File: src/include/kpc_pkg.sv
// Constants for the keypad host power and reset control block.
package kpc_pkg;
    localparam logic [7:0] KEY_UP_BIT = 8'h01;
    localparam logic [7:0] KEY_CONFIRM_BIT = 8'h02;
    localparam logic [7:0] KEY_ABORT_BIT = 8'h04;
    localparam logic [7:0] KEY_WEST_BIT = 8'h08;
    localparam logic [7:0] KEY_EAST_BIT = 8'h10;
    localparam logic [7:0] KEY_LOWER_BIT = 8'h20;
    localparam logic [7:0] KEY_ALL = 8'h3F;
    localparam logic [7:0] FN_RST_INVERT = 8'h02;
    localparam logic [7:0] FN_PWR_INVERT = 8'h04;
    localparam logic [7:0] FN_BLANK_WHEN_HOST_DOWN = 8'h10;
    localparam logic [7:0] FN_KEYPAD_RESET = 8'h20;
    localparam logic [7:0] FN_KEYPAD_PWR_ON = 8'h40;
    localparam logic [7:0] FN_KEYPAD_PWR_OFF = 8'h80;
    localparam logic [7:0] MASK_RESET_VAL = 8'h3F;
    localparam logic [7:0] FN_RESET_VAL = 8'h00;
    localparam logic [7:0] PULSE_LEN_DEFAULT = 8'h20;
    localparam int CLK_HZ = 125_000_000;
    localparam int TICK_DIV = 32;
    localparam int TICK_CYCLES = CLK_HZ / TICK_DIV;
    localparam int HOLD_LONG_TICKS = 4 * TICK_DIV;
    localparam int HOLD_SHORT_TICKS = TICK_DIV / 4;
    localparam int RESET_PULSE_TICKS = 1 * TICK_DIV;
    localparam int EXTEND_TICKS = 5 * TICK_DIV;
endpackage : kpc_pkg

File: src/keypad_host_power_control.sv
// Keypad host power and reset pulse sequencer with key report masking.
`timescale 1ns/1ps
`default_nettype none
module keypad_host_power_control
    import kpc_pkg::*;
#(
    parameter int TICK_CYC = TICK_CYCLES
) (
    input wire logic i_clk,
    input wire logic i_rst_b,
    input wire logic [5:0] i_keys,
    input wire logic i_power_sense,
    input wire logic i_cfg_keys_wr,
    input wire logic [7:0] i_cfg_press_mask,
    input wire logic [7:0] i_cfg_release_mask,
    input wire logic i_cfg_fn_wr,
    input wire logic [7:0] i_cfg_fn,
    input wire logic i_cfg_len_valid,
    input wire logic [7:0] i_cfg_pulse_len,
    input wire logic i_save_boot,
    input wire logic i_poll,
    input wire logic i_cmd_valid,
    output logic o_cmd_accept,
    output logic o_key_event,
    output logic o_key_event_press,
    output logic [7:0] o_key_event_bits,
    output logic o_poll_valid,
    output logic [7:0] o_poll_held,
    output logic [7:0] o_poll_pressed,
    output logic [7:0] o_poll_released,
    output logic [7:0] o_boot_press_mask,
    output logic [7:0] o_boot_release_mask,
    output logic o_pwr_out,
    output logic o_pwr_oe,
    output logic o_rst_out,
    output logic o_rst_oe,
    output logic o_display_blank,
    output logic [1:0] o_message,
    output logic o_reboot
);
    // ------------------------------------------------------------------
    // Input synchronisers and 1/32 s tick
    // ------------------------------------------------------------------
    logic [6:0] sync1_reg, sync2_reg, prev_reg;
    always_ff @(posedge i_clk or negedge i_rst_b) begin
        if (!i_rst_b) begin
            sync1_reg <= 7'h00;
            sync2_reg <= 7'h00;
            prev_reg <= 7'h00;
        end else begin
            sync1_reg <= {i_power_sense, i_keys};
            sync2_reg <= sync1_reg;
            prev_reg <= sync2_reg;
        end
    end
    logic [7:0] keys;
    logic [7:0] keys_prev;
    logic sense;
    logic sense_rise;
    assign keys = {2'b00, sync2_reg[5:0]};
    assign keys_prev = {2'b00, prev_reg[5:0]};
    assign sense = sync2_reg[6];
    assign sense_rise = sync2_reg[6] & ~prev_reg[6];

    logic [31:0] tick_cnt_reg;
    logic tick;
    assign tick = (tick_cnt_reg == 32'(TICK_CYC - 1));
    always_ff @(posedge i_clk or negedge i_rst_b) begin
        if (!i_rst_b) begin
            tick_cnt_reg <= 32'h0;
        end else begin
            tick_cnt_reg <= tick ? 32'h0 : tick_cnt_reg + 32'h1;
        end
    end

    // ------------------------------------------------------------------
    // Configuration
    // ------------------------------------------------------------------
    logic [7:0] press_mask_reg, release_mask_reg, fn_reg, len_reg;
    logic busy;
    always_ff @(posedge i_clk or negedge i_rst_b) begin
        if (!i_rst_b) begin
            press_mask_reg <= MASK_RESET_VAL;
            release_mask_reg <= MASK_RESET_VAL;
            fn_reg <= FN_RESET_VAL;
            len_reg <= PULSE_LEN_DEFAULT;
            o_boot_press_mask <= MASK_RESET_VAL;
            o_boot_release_mask <= MASK_RESET_VAL;
        end else if (!busy) begin
            if (i_cfg_keys_wr) begin
                press_mask_reg <= i_cfg_press_mask & KEY_ALL;
                release_mask_reg <= i_cfg_release_mask & KEY_ALL;
            end
            if (i_cfg_fn_wr) begin
                fn_reg <= i_cfg_fn;
                if (i_cfg_len_valid && i_cfg_pulse_len != 8'h00) begin
                    len_reg <= i_cfg_pulse_len;
                end
            end
            if (i_save_boot) begin
                o_boot_press_mask <= press_mask_reg;
                o_boot_release_mask <= release_mask_reg;
            end
        end
    end

    // ------------------------------------------------------------------
    // Key reports and polling
    // ------------------------------------------------------------------
    logic [7:0] pressed_reg, released_reg, prs, rls;
    assign prs = keys & ~keys_prev;
    assign rls = ~keys & keys_prev;
    always_ff @(posedge i_clk or negedge i_rst_b) begin
        if (!i_rst_b) begin
            o_key_event <= 1'b0;
            o_key_event_press <= 1'b0;
            o_key_event_bits <= 8'h00;
        end else begin
            o_key_event <= |(prs & press_mask_reg) | |(rls & release_mask_reg);
            o_key_event_press <= |(prs & press_mask_reg);
            o_key_event_bits <= (|(prs & press_mask_reg)) ?
                (prs & press_mask_reg) : (rls & release_mask_reg);
        end
    end

    logic poll_go;
    assign poll_go = i_poll & ~busy;
    always_ff @(posedge i_clk or negedge i_rst_b) begin
        if (!i_rst_b) begin
            pressed_reg <= 8'h00;
            released_reg <= 8'h00;
            o_poll_valid <= 1'b0;
            o_poll_held <= 8'h00;
            o_poll_pressed <= 8'h00;
            o_poll_released <= 8'h00;
        end else begin
            o_poll_valid <= poll_go;
            if (poll_go) begin
                // Masks are not applied here; activity is always visible.
                o_poll_held <= keys;
                o_poll_pressed <= pressed_reg | prs;
                o_poll_released <= released_reg | rls;
                pressed_reg <= 8'h00;
                released_reg <= 8'h00;
            end else begin
                pressed_reg <= pressed_reg | prs;
                released_reg <= released_reg | rls;
            end
        end
    end

    // ------------------------------------------------------------------
    // Pulse sequencer
    // ------------------------------------------------------------------
    typedef enum logic [2:0] {
        ST_IDLE, ST_RST_PULSE, ST_ON_PULSE, ST_OFF_PULSE, ST_OFF_EXTEND,
        ST_REBOOT
    } state_t;
    state_t state_reg;
    logic [7:0] hold_reg, time_reg;
    logic confirm, abort_k;
    assign confirm = |(keys & KEY_CONFIRM_BIT);
    assign abort_k = |(keys & KEY_ABORT_BIT);
    assign busy = (state_reg == ST_RST_PULSE) || (state_reg == ST_REBOOT);

    always_ff @(posedge i_clk or negedge i_rst_b) begin
        if (!i_rst_b) begin
            state_reg <= ST_IDLE;
            hold_reg <= 8'h00;
            time_reg <= 8'h00;
        end else begin
            unique case (state_reg)
            ST_IDLE: begin
                if (!(confirm || abort_k)) begin
                    hold_reg <= 8'h00;
                end else if (tick && hold_reg != 8'hFF) begin
                    hold_reg <= hold_reg + 8'h1;
                end
                time_reg <= 8'h00;
                if (sense && confirm && (fn_reg & FN_KEYPAD_RESET) != 8'h00 &&
                    hold_reg == 8'(HOLD_LONG_TICKS)) begin
                    state_reg <= ST_RST_PULSE;
                end else if (!sense && confirm &&
                    (fn_reg & FN_KEYPAD_PWR_ON) != 8'h00 &&
                    hold_reg == 8'(HOLD_SHORT_TICKS)) begin
                    state_reg <= ST_ON_PULSE;
                end else if (sense && abort_k && !confirm &&
                    (fn_reg & FN_KEYPAD_PWR_OFF) != 8'h00 &&
                    hold_reg == 8'(HOLD_LONG_TICKS)) begin
                    state_reg <= ST_OFF_PULSE;
                end else if (sense_rise &&
                    (fn_reg & FN_BLANK_WHEN_HOST_DOWN) != 8'h00) begin
                    state_reg <= ST_REBOOT;
                end
            end
            ST_RST_PULSE, ST_ON_PULSE, ST_OFF_PULSE, ST_OFF_EXTEND: begin
                hold_reg <= 8'h00;
                if (tick) begin
                    time_reg <= time_reg + 8'h1;
                end
                if (state_reg == ST_RST_PULSE && tick &&
                    time_reg == 8'(RESET_PULSE_TICKS - 1)) begin
                    state_reg <= ST_REBOOT;
                end else if (state_reg == ST_ON_PULSE && tick &&
                    time_reg == len_reg - 8'h1) begin
                    state_reg <= ST_REBOOT;
                end else if (state_reg == ST_OFF_PULSE && tick &&
                    time_reg == len_reg - 8'h1) begin
                    time_reg <= 8'h00;
                    state_reg <= abort_k ? ST_OFF_EXTEND : ST_IDLE;
                end else if (state_reg == ST_OFF_EXTEND && (!abort_k ||
                    (tick && time_reg == 8'(EXTEND_TICKS - 1)))) begin
                    state_reg <= ST_IDLE;
                end
            end
            ST_REBOOT: begin
                state_reg <= ST_IDLE;
            end
            endcase
        end
    end

    // ------------------------------------------------------------------
    // Pins and status outputs
    // ------------------------------------------------------------------
    logic pwr_act, rst_act;
    assign pwr_act = (state_reg == ST_ON_PULSE) || (state_reg == ST_OFF_PULSE)
        || (state_reg == ST_OFF_EXTEND);
    assign rst_act = (state_reg == ST_RST_PULSE);
    always_ff @(posedge i_clk or negedge i_rst_b) begin
        if (!i_rst_b) begin
            o_pwr_oe <= 1'b0;
            o_pwr_out <= 1'b0;
            o_rst_oe <= 1'b0;
            o_rst_out <= 1'b0;
            o_display_blank <= 1'b0;
            o_message <= 2'b00;
            o_reboot <= 1'b0;
            o_cmd_accept <= 1'b0;
        end else begin
            // Enables fall with the pulse so the line floats again.
            o_pwr_oe <= pwr_act;
            o_rst_oe <= rst_act;
            o_pwr_out <= (fn_reg & FN_PWR_INVERT) != 8'h00;
            o_rst_out <= (fn_reg & FN_RST_INVERT) != 8'h00;
            o_display_blank <= !sense &&
                (fn_reg & FN_BLANK_WHEN_HOST_DOWN) != 8'h00;
            o_message <= rst_act ? 2'h1 : (state_reg == ST_ON_PULSE) ? 2'h2 :
                pwr_act ? 2'h3 : 2'h0;
            o_reboot <= (state_reg == ST_REBOOT);
            o_cmd_accept <= i_cmd_valid && !busy;
        end
    end
endmodule : keypad_host_power_control
`default_nettype wire

File: config.mk
export PLATFORM = sky130hd
export DESIGN_NAME = keypad_host_power_control
export DESIGN_NICKNAME = d
export VERILOG_FILES = /design/src/include/kpc_pkg.sv /design/src/keypad_host_power_control.sv
export SDC_FILE = /design/constraint.sdc
export NUM_CORES = 1
export LEC_CHECK = 0
export BUFFER_PORTS_ARGS = -buffer_cell sky130_fd_sc_hd__buf_2
export CAP_MARGIN = 25
export CORE_ASPECT_RATIO = 2
export CORE_MARGIN = 3
export CORE_UTILIZATION = 40
export CTS_BUF_LIST = sky130_fd_sc_hd__clkbuf_16
export CTS_CLUSTER_DIAMETER = 80
export DETAILED_ROUTE_END_ITERATION = 8
export HOLD_SLACK_MARGIN = 0.08
export PLACE_DENSITY = 0.7
export SYNTH_ARGS = -nofsm -noshare
export SYNTH_HDL_FRONTEND = slang
export SYNTH_SLANG_ARGS = --single-unit
export TNS_END_PERCENT = 10
File: constraint.sdc
create_clock -name i_clk -period 3.3 [get_ports i_clk]
set_clock_uncertainty 0.1 [all_clocks]
set_input_delay 0.495 -clock i_clk [delete_from_list [all_inputs] [get_ports i_clk]]
set_output_delay 0.495 -clock i_clk [all_outputs]
set_load 0.02 [all_outputs]
# Yosys cells after proc, flatten, opt, wreduce, memory -nomap -nowiden
# Index checks and enable logic that the tools add are counted.
[word_totals]
ff_bits = 170
inputBits = 47
out_inout_bits = 60
elab_cells = 131
[op_classes]
n_addsub = 4
n_eq_ne = 15
muxes = 25
n_bitwise = 13
n_reduce_logical = 44
[ops]
columns = ["cell", "n"]
rows = [
  ["two-way mux 8 bit", 9],
  ["adder 32 x 1 -> 32 bit, second input constant", 1],
  ["== test 32 x 22 -> 1 bit, second input constant", 1],
  ["two-way mux 32 bit", 1],
  ["case mux 8 bit (2 select lines)", 2],
  ["two-way mux 3 bit", 9],
  ["AND 8 x 6 -> 8 bit", 3],
  ["logical AND 1 bit", 23],
  ["adder 8 x 1 -> 8 bit, second input constant", 2],
  ["== test 8 bit, second input constant", 2],
  ["NOT 6 -> 8 bit", 2],
  ["OR 8 bit", 2],
  ["OR reduction 8 bit", 2],
  ["!= test 5 bit, second input constant", 2],
  ["AND reduction 2 bit", 5],
  ["case mux 3 bit (3 select lines)", 1],
  ["AND 6 x 8 -> 8 bit", 1],
  ["== test 8 x 4 -> 1 bit, second input constant", 1],
  ["== test 8 x 5 -> 1 bit, second input constant", 1],
  ["== test 8 bit", 1],
  ["!= test 8 bit, second input constant", 1],
  ["nonzero test 8 bit", 1],
  ["subtractor 8 x 1 -> 8 bit, second input constant", 1],
  ["== test 3 x 2 -> 1 bit, second input constant", 2],
  ["other kinds (13)", 25],
]

# Depth between registers and ports, before layout
[logic_depth]
ltp_word = 9
ltp_mapped = 9
ltp_nobuf = 8

# Least setup slack after synthesis
# Ideal clock, no wire load.
[synth_timing]
kind = "register to register"
from = "reg hold_reg[0]"
to = "reg hold_reg[3]"
setup_time_ns = 0.092
t_arrival_ns = 2.018
required_time_ns = 3.108
path_slack_ns = 1.090
stages_incl_launch_ff = 9
path_buffers = 1
period_less_slack_ns = 2.210
path_cell_list = "dfrtp_1 -> ha_1 -> and3_1 -> and3_1 -> a311oi_1 -> o21ai_2 -> or2_1 -> buf_6 -> o31ai_2"
[synth_between]
elab_chain_cells = 4
elab_cells_between_ends = 8
cone_classes = "add/sub (1); eq/ne (2); mux (3); reduce/logical (2)"
[synth_lines]
columns = ["element", "line", "source"]
rows = [
  ["start, declared", "keypad_host_power_control.sv:160", "logic [7:0] hold_reg, time_reg;"],
  ["start signal, assigned", "keypad_host_power_control.sv:177", "hold_reg <= hold_reg + 8'h1;"],
  ["adder 8 x 1 -> 8 bit / != test 8 bit (equally long branches)", "keypad_host_power_control.sv:177, keypad_host_power_control.sv:176", ""],
  ["two-way mux 8 bit / logical AND 1 bit (equally long branches)", "keypad_host_power_control.sv:176", "end else if (tick && hold_reg != 8'hFF) begin"],
  ["two-way mux 8 bit / != test 3 bit (equally long branches)", "--", ""],
  ["case mux 8 bit (2 select lines) / AND reduction 2 bit (equally long branches)", "--", ""],
]
# Parallel ways exist; a longest one is shown, timed or not. The select of a mux whose other input is x is not followed.
# A chain may end at the register's enable or synchronous reset.

# Worst setup path in the final report
[layout_timing]
from = "reg tick_cnt_reg[1]"
to = "reg hold_reg[3]"
[layout_between]
elab_chain_cells = 4
[layout_lines]
columns = ["element", "line", "source"]
rows = [
  ["start, declared", "keypad_host_power_control.sv:65", "logic [31:0] tick_cnt_reg;"],
  ["start signal, assigned", "keypad_host_power_control.sv:72", "tick_cnt_reg <= tick ? 32'h0 : tick_cnt_reg + 32'h1;"],
  ["== test 32 x 22 -> 1 bit", "keypad_host_power_control.sv:67", "assign tick = (tick_cnt_reg == 32'(TICK_CYC - 1));"],
  ["logical AND 1 bit", "keypad_host_power_control.sv:176", ""],
  ["!= test 3 bit (no line)", "--", ""],
  ["AND reduction 2 bit (no line)", "--", ""],
]
# Every way passes these cells.

==> flow_metrics.tcl <==
set metrics [dict create \
    status "finished, final reports clean" \
    rr_endpoint "hold_reg[3]$_DFFE_PN0P_" \
    grt_pass1_wl_mm 25.0 \
    wl_per_cell_um 15.7 \
    drv_slew 0 \
    yosysMostFrequentCell "dfrtp_1" \
    htreeDepth 4 \
    synth_common_cells "dfrtp_1 (133), nor2_1 (72), nand2_1 (56)" \
    cts_tree "done" \
    cap_violations 0 \
    largest_reg_flops 32 \
    antenna_left 0 \
    syn-cell-area_um2 6890 \
    final_nets 778 \
    cts_setup_buffers 0 \
    dp_slack_ns 0.694 \
    crit_fanout 10 \
    synthToLayoutAreaGrowth_pct 19.0 \
    dieArea_um2 18900 \
    holdWs_ns 0.182 \
    ys_seq_area_share_pct 57.8 \
    hp-start "i_cmd_valid" \
    grt_pass1_vias 4993 \
    async_reset_ff_share_pct 100 \
    drtIter0Drc 200 \
    ys_top_cells_by_area "dfrtp_1 (48%), dfstp_2 (9.5%), mux2_2 (7.2%)" \
    ys.flop_type "dfrtp_1" \
    fin_crit_sh_pct 77.4 \
    synth_top_cell_area_share_pct 48.3 \
    yosys_warnings 0 \
    num_vias 4889 \
    power.total_mw 6.72 \
    timing.final.ws_setup_ns 0.746 \
    place_hpwl_mm 10.8 \
    rsz0062_at_grt "false" \
    period_needed_ns 2.55 \
    arrival_ns 2.79 \
    power_density_nw_per_um2 819 \
    fp-row-count 67 \
    drt_drc_violations_left 0 \
    r2r_start "tick_cnt_reg[1]$_DFF_PN0_" \
    die_width_um 98.8 \
    finalSetupViolCount 0 \
    worst_ir_drop_vdd_mv 0.340 \
    crit_required_ns 3.53 \
    vias_per_cell 5.17 \
    io_pins 107 \
    start_util_pct 40.9 \
    die_h_um 192 \
    io_buffers 88 \
    diodes 0 \
    grt_max_degree 63 \
    routabilityCongestion 0.811 \
    hp-class "in -> reg" \
    crit_path_start_kind "flop" \
    ys_ff_latch 158 \
    grt_antenna_before_repair 0 \
    syn_inst 620 \
    end_kind "flop" \
    fillCellCount 1565 \
    maxSlewHeadroom_pct 56.8 \
    clk_pin_slew_worst_paths_ns 0.06 \
    worst_pin_slew_ns 0.648 \
    cts_hold_buf 8 \
    leakage_nw 3.71 \
    holdPathStages 2 \
    finalWirelength_mm 14.8 \
    cts_resized 0 \
    synth_enable_flop_cells 0 \
    ff2ff_path_depth 8 \
    synth.distinct_cells 60 \
    gr-total-overflow 0 \
    core_area_um2 16800 \
    layout-drive-gt1-share_pct 28.6 \
    numCtsBuffers 17 \
    dr.pass1.iters 4 \
    grt.total_usage_pct 16.6 \
    clk_latency_ns 0.43 \
    clockBufferDepth 2 \
    avgSynthCellArea_um2 11.1 \
    min_to "o_cmd_accept$_DFF_PN0_" \
    fmax_mhz 392 \
    final.setup.tns_ns 0 \
    r2r_setup_slack_ns 0.75 \
    root_buffer "clkbuf_16" \
    cts.sinks 158 \
    yosysTopAreaCell "dfrtp_1" \
    hold_violations 0 \
    criticalPathCategory "reg -> reg" \
]
cell type report:
class	instances	area (um^2)	area share [%]
multi-input cells	427	2720	33.1
clock buffers	17	425	5.18
clock inverters	15	154	1.88
well taps	207	259	3.16
inverters	17	63.8	0.778
flip-flops and latches	158	3990	48.6
repair buffers	104	599	7.30
cells in the final DEF, fill, tap and decap left out, types with 3 or more instances in the layout:
cell type / Yosys / final
nor4_1: 7 / 7
inv_1: 17 / 18
conb_1: 1 / 12
o31ai_2: 4 / 4
xor2_1: 19 / 19
clkinv_4: 0 / 3
dfrtp_1: 133 / 133
a211oi_1: 3 / 3
inv_6: 0 / 5
and4_1: 6 / 6
and3_1: 12 / 12
ha_1: 6 / 6
nand3_1: 23 / 23
or2_2: 4 / 4
nor2b_1: 9 / 9
nor3_1: 6 / 6
nand2_1: 56 / 56
nand4_1: 9 / 9
dfstp_2: 25 / 25
o21ai_0: 27 / 27
and2_1: 5 / 5
nand2b_1: 5 / 5
or3_1: 7 / 7
mux2_2: 44 / 44
buf_2: 5 / 87
nor4b_1: 3 / 3
xnor2_1: 17 / 17
dlygate4sd3_1: 0 / 8
a21oi_1: 31 / 31
o211ai_1: 3 / 3
o31ai_1: 4 / 4
nor2_1: 72 / 72
clkbuf_16: 0 / 17
clkinvlp_4: 0 / 3
buf_4: 12 / 7
kinds of logic after synthesis:
| logic type | Yosys count | share of synthesized area (%) |
|---|---|---|
| simple gates | 236 | 17.3 |
| flops | 158 | 57.8 |
| compound gates | 92 | 8.53 |
| buf+inv | 46 | 3.36 |
| mux | 44 | 7.19 |
| xor+xnor | 36 | 4.57 |
| fa+ha+maj | 7 | 1.23 |
| other cells | 1 | 0.0544 |
power breakdown:
group	internal [mW]	leakage, nW	switching (mW)	total (mW)
Combinational	0.766	1.51	1.14	1.91
Sequential	2.57	1.93	0.336	2.90
Clock	1.06	0.277	0.847	1.91
layer usage:
layer,vias to the layer above,GRT usage [%],part of all wire (%)
li1,2350,-,-
met1,2375,18.5,39
met2,145,30.7,55
met3,19,3.27,4.1
met4,0,6.37,1.8
met5,-,0,0
through the flow:
stage / utilization [%] / cell area, um^2 / cells
floorplan: - / 6940 / 631
global placement: 44.8 / 7550 / 905
detailed placement: 44.8 / 7550 / 905
CTS: 48.7 / 8210 / 945
global route: 48.7 / 8210 / 945
finish: 48.7 / 8210 / 945
how the worst max path moves through the flow:
stage,start,endpoint,slack [ns],depth (start not counted)
floorplan,hold_reg[0]$_DFFE_PN0P_,hold_reg[3]$_DFFE_PN0P_,1.09,8
global placement,tick_cnt_reg[1]$_DFF_PN0_,time_reg[4]$_DFFE_PN0P_,0.71,8
detailed placement,tick_cnt_reg[1]$_DFF_PN0_,hold_reg[3]$_DFFE_PN0P_,0.69,8
CTS,tick_cnt_reg[1]$_DFF_PN0_,hold_reg[7]$_DFFE_PN0P_,0.71,8
global route,tick_cnt_reg[1]$_DFF_PN0_,time_reg[7]$_DFFE_PN0P_,0.55,8
finish,tick_cnt_reg[1]$_DFF_PN0_,hold_reg[3]$_DFFE_PN0P_,0.75,8
critical path: stages, from the launching register on:
cell and delay (ns):
dfrtp_1 0.39, inv_1 0.06, ha_1 0.14, nor4b_1 0.22
nand4_1 0.34, a311oi_1 0.38, o21ai_2 0.19, or2_1 0.39
o31ai_2 0.25
Note: power is estimated with default switching activity, not from simulation.
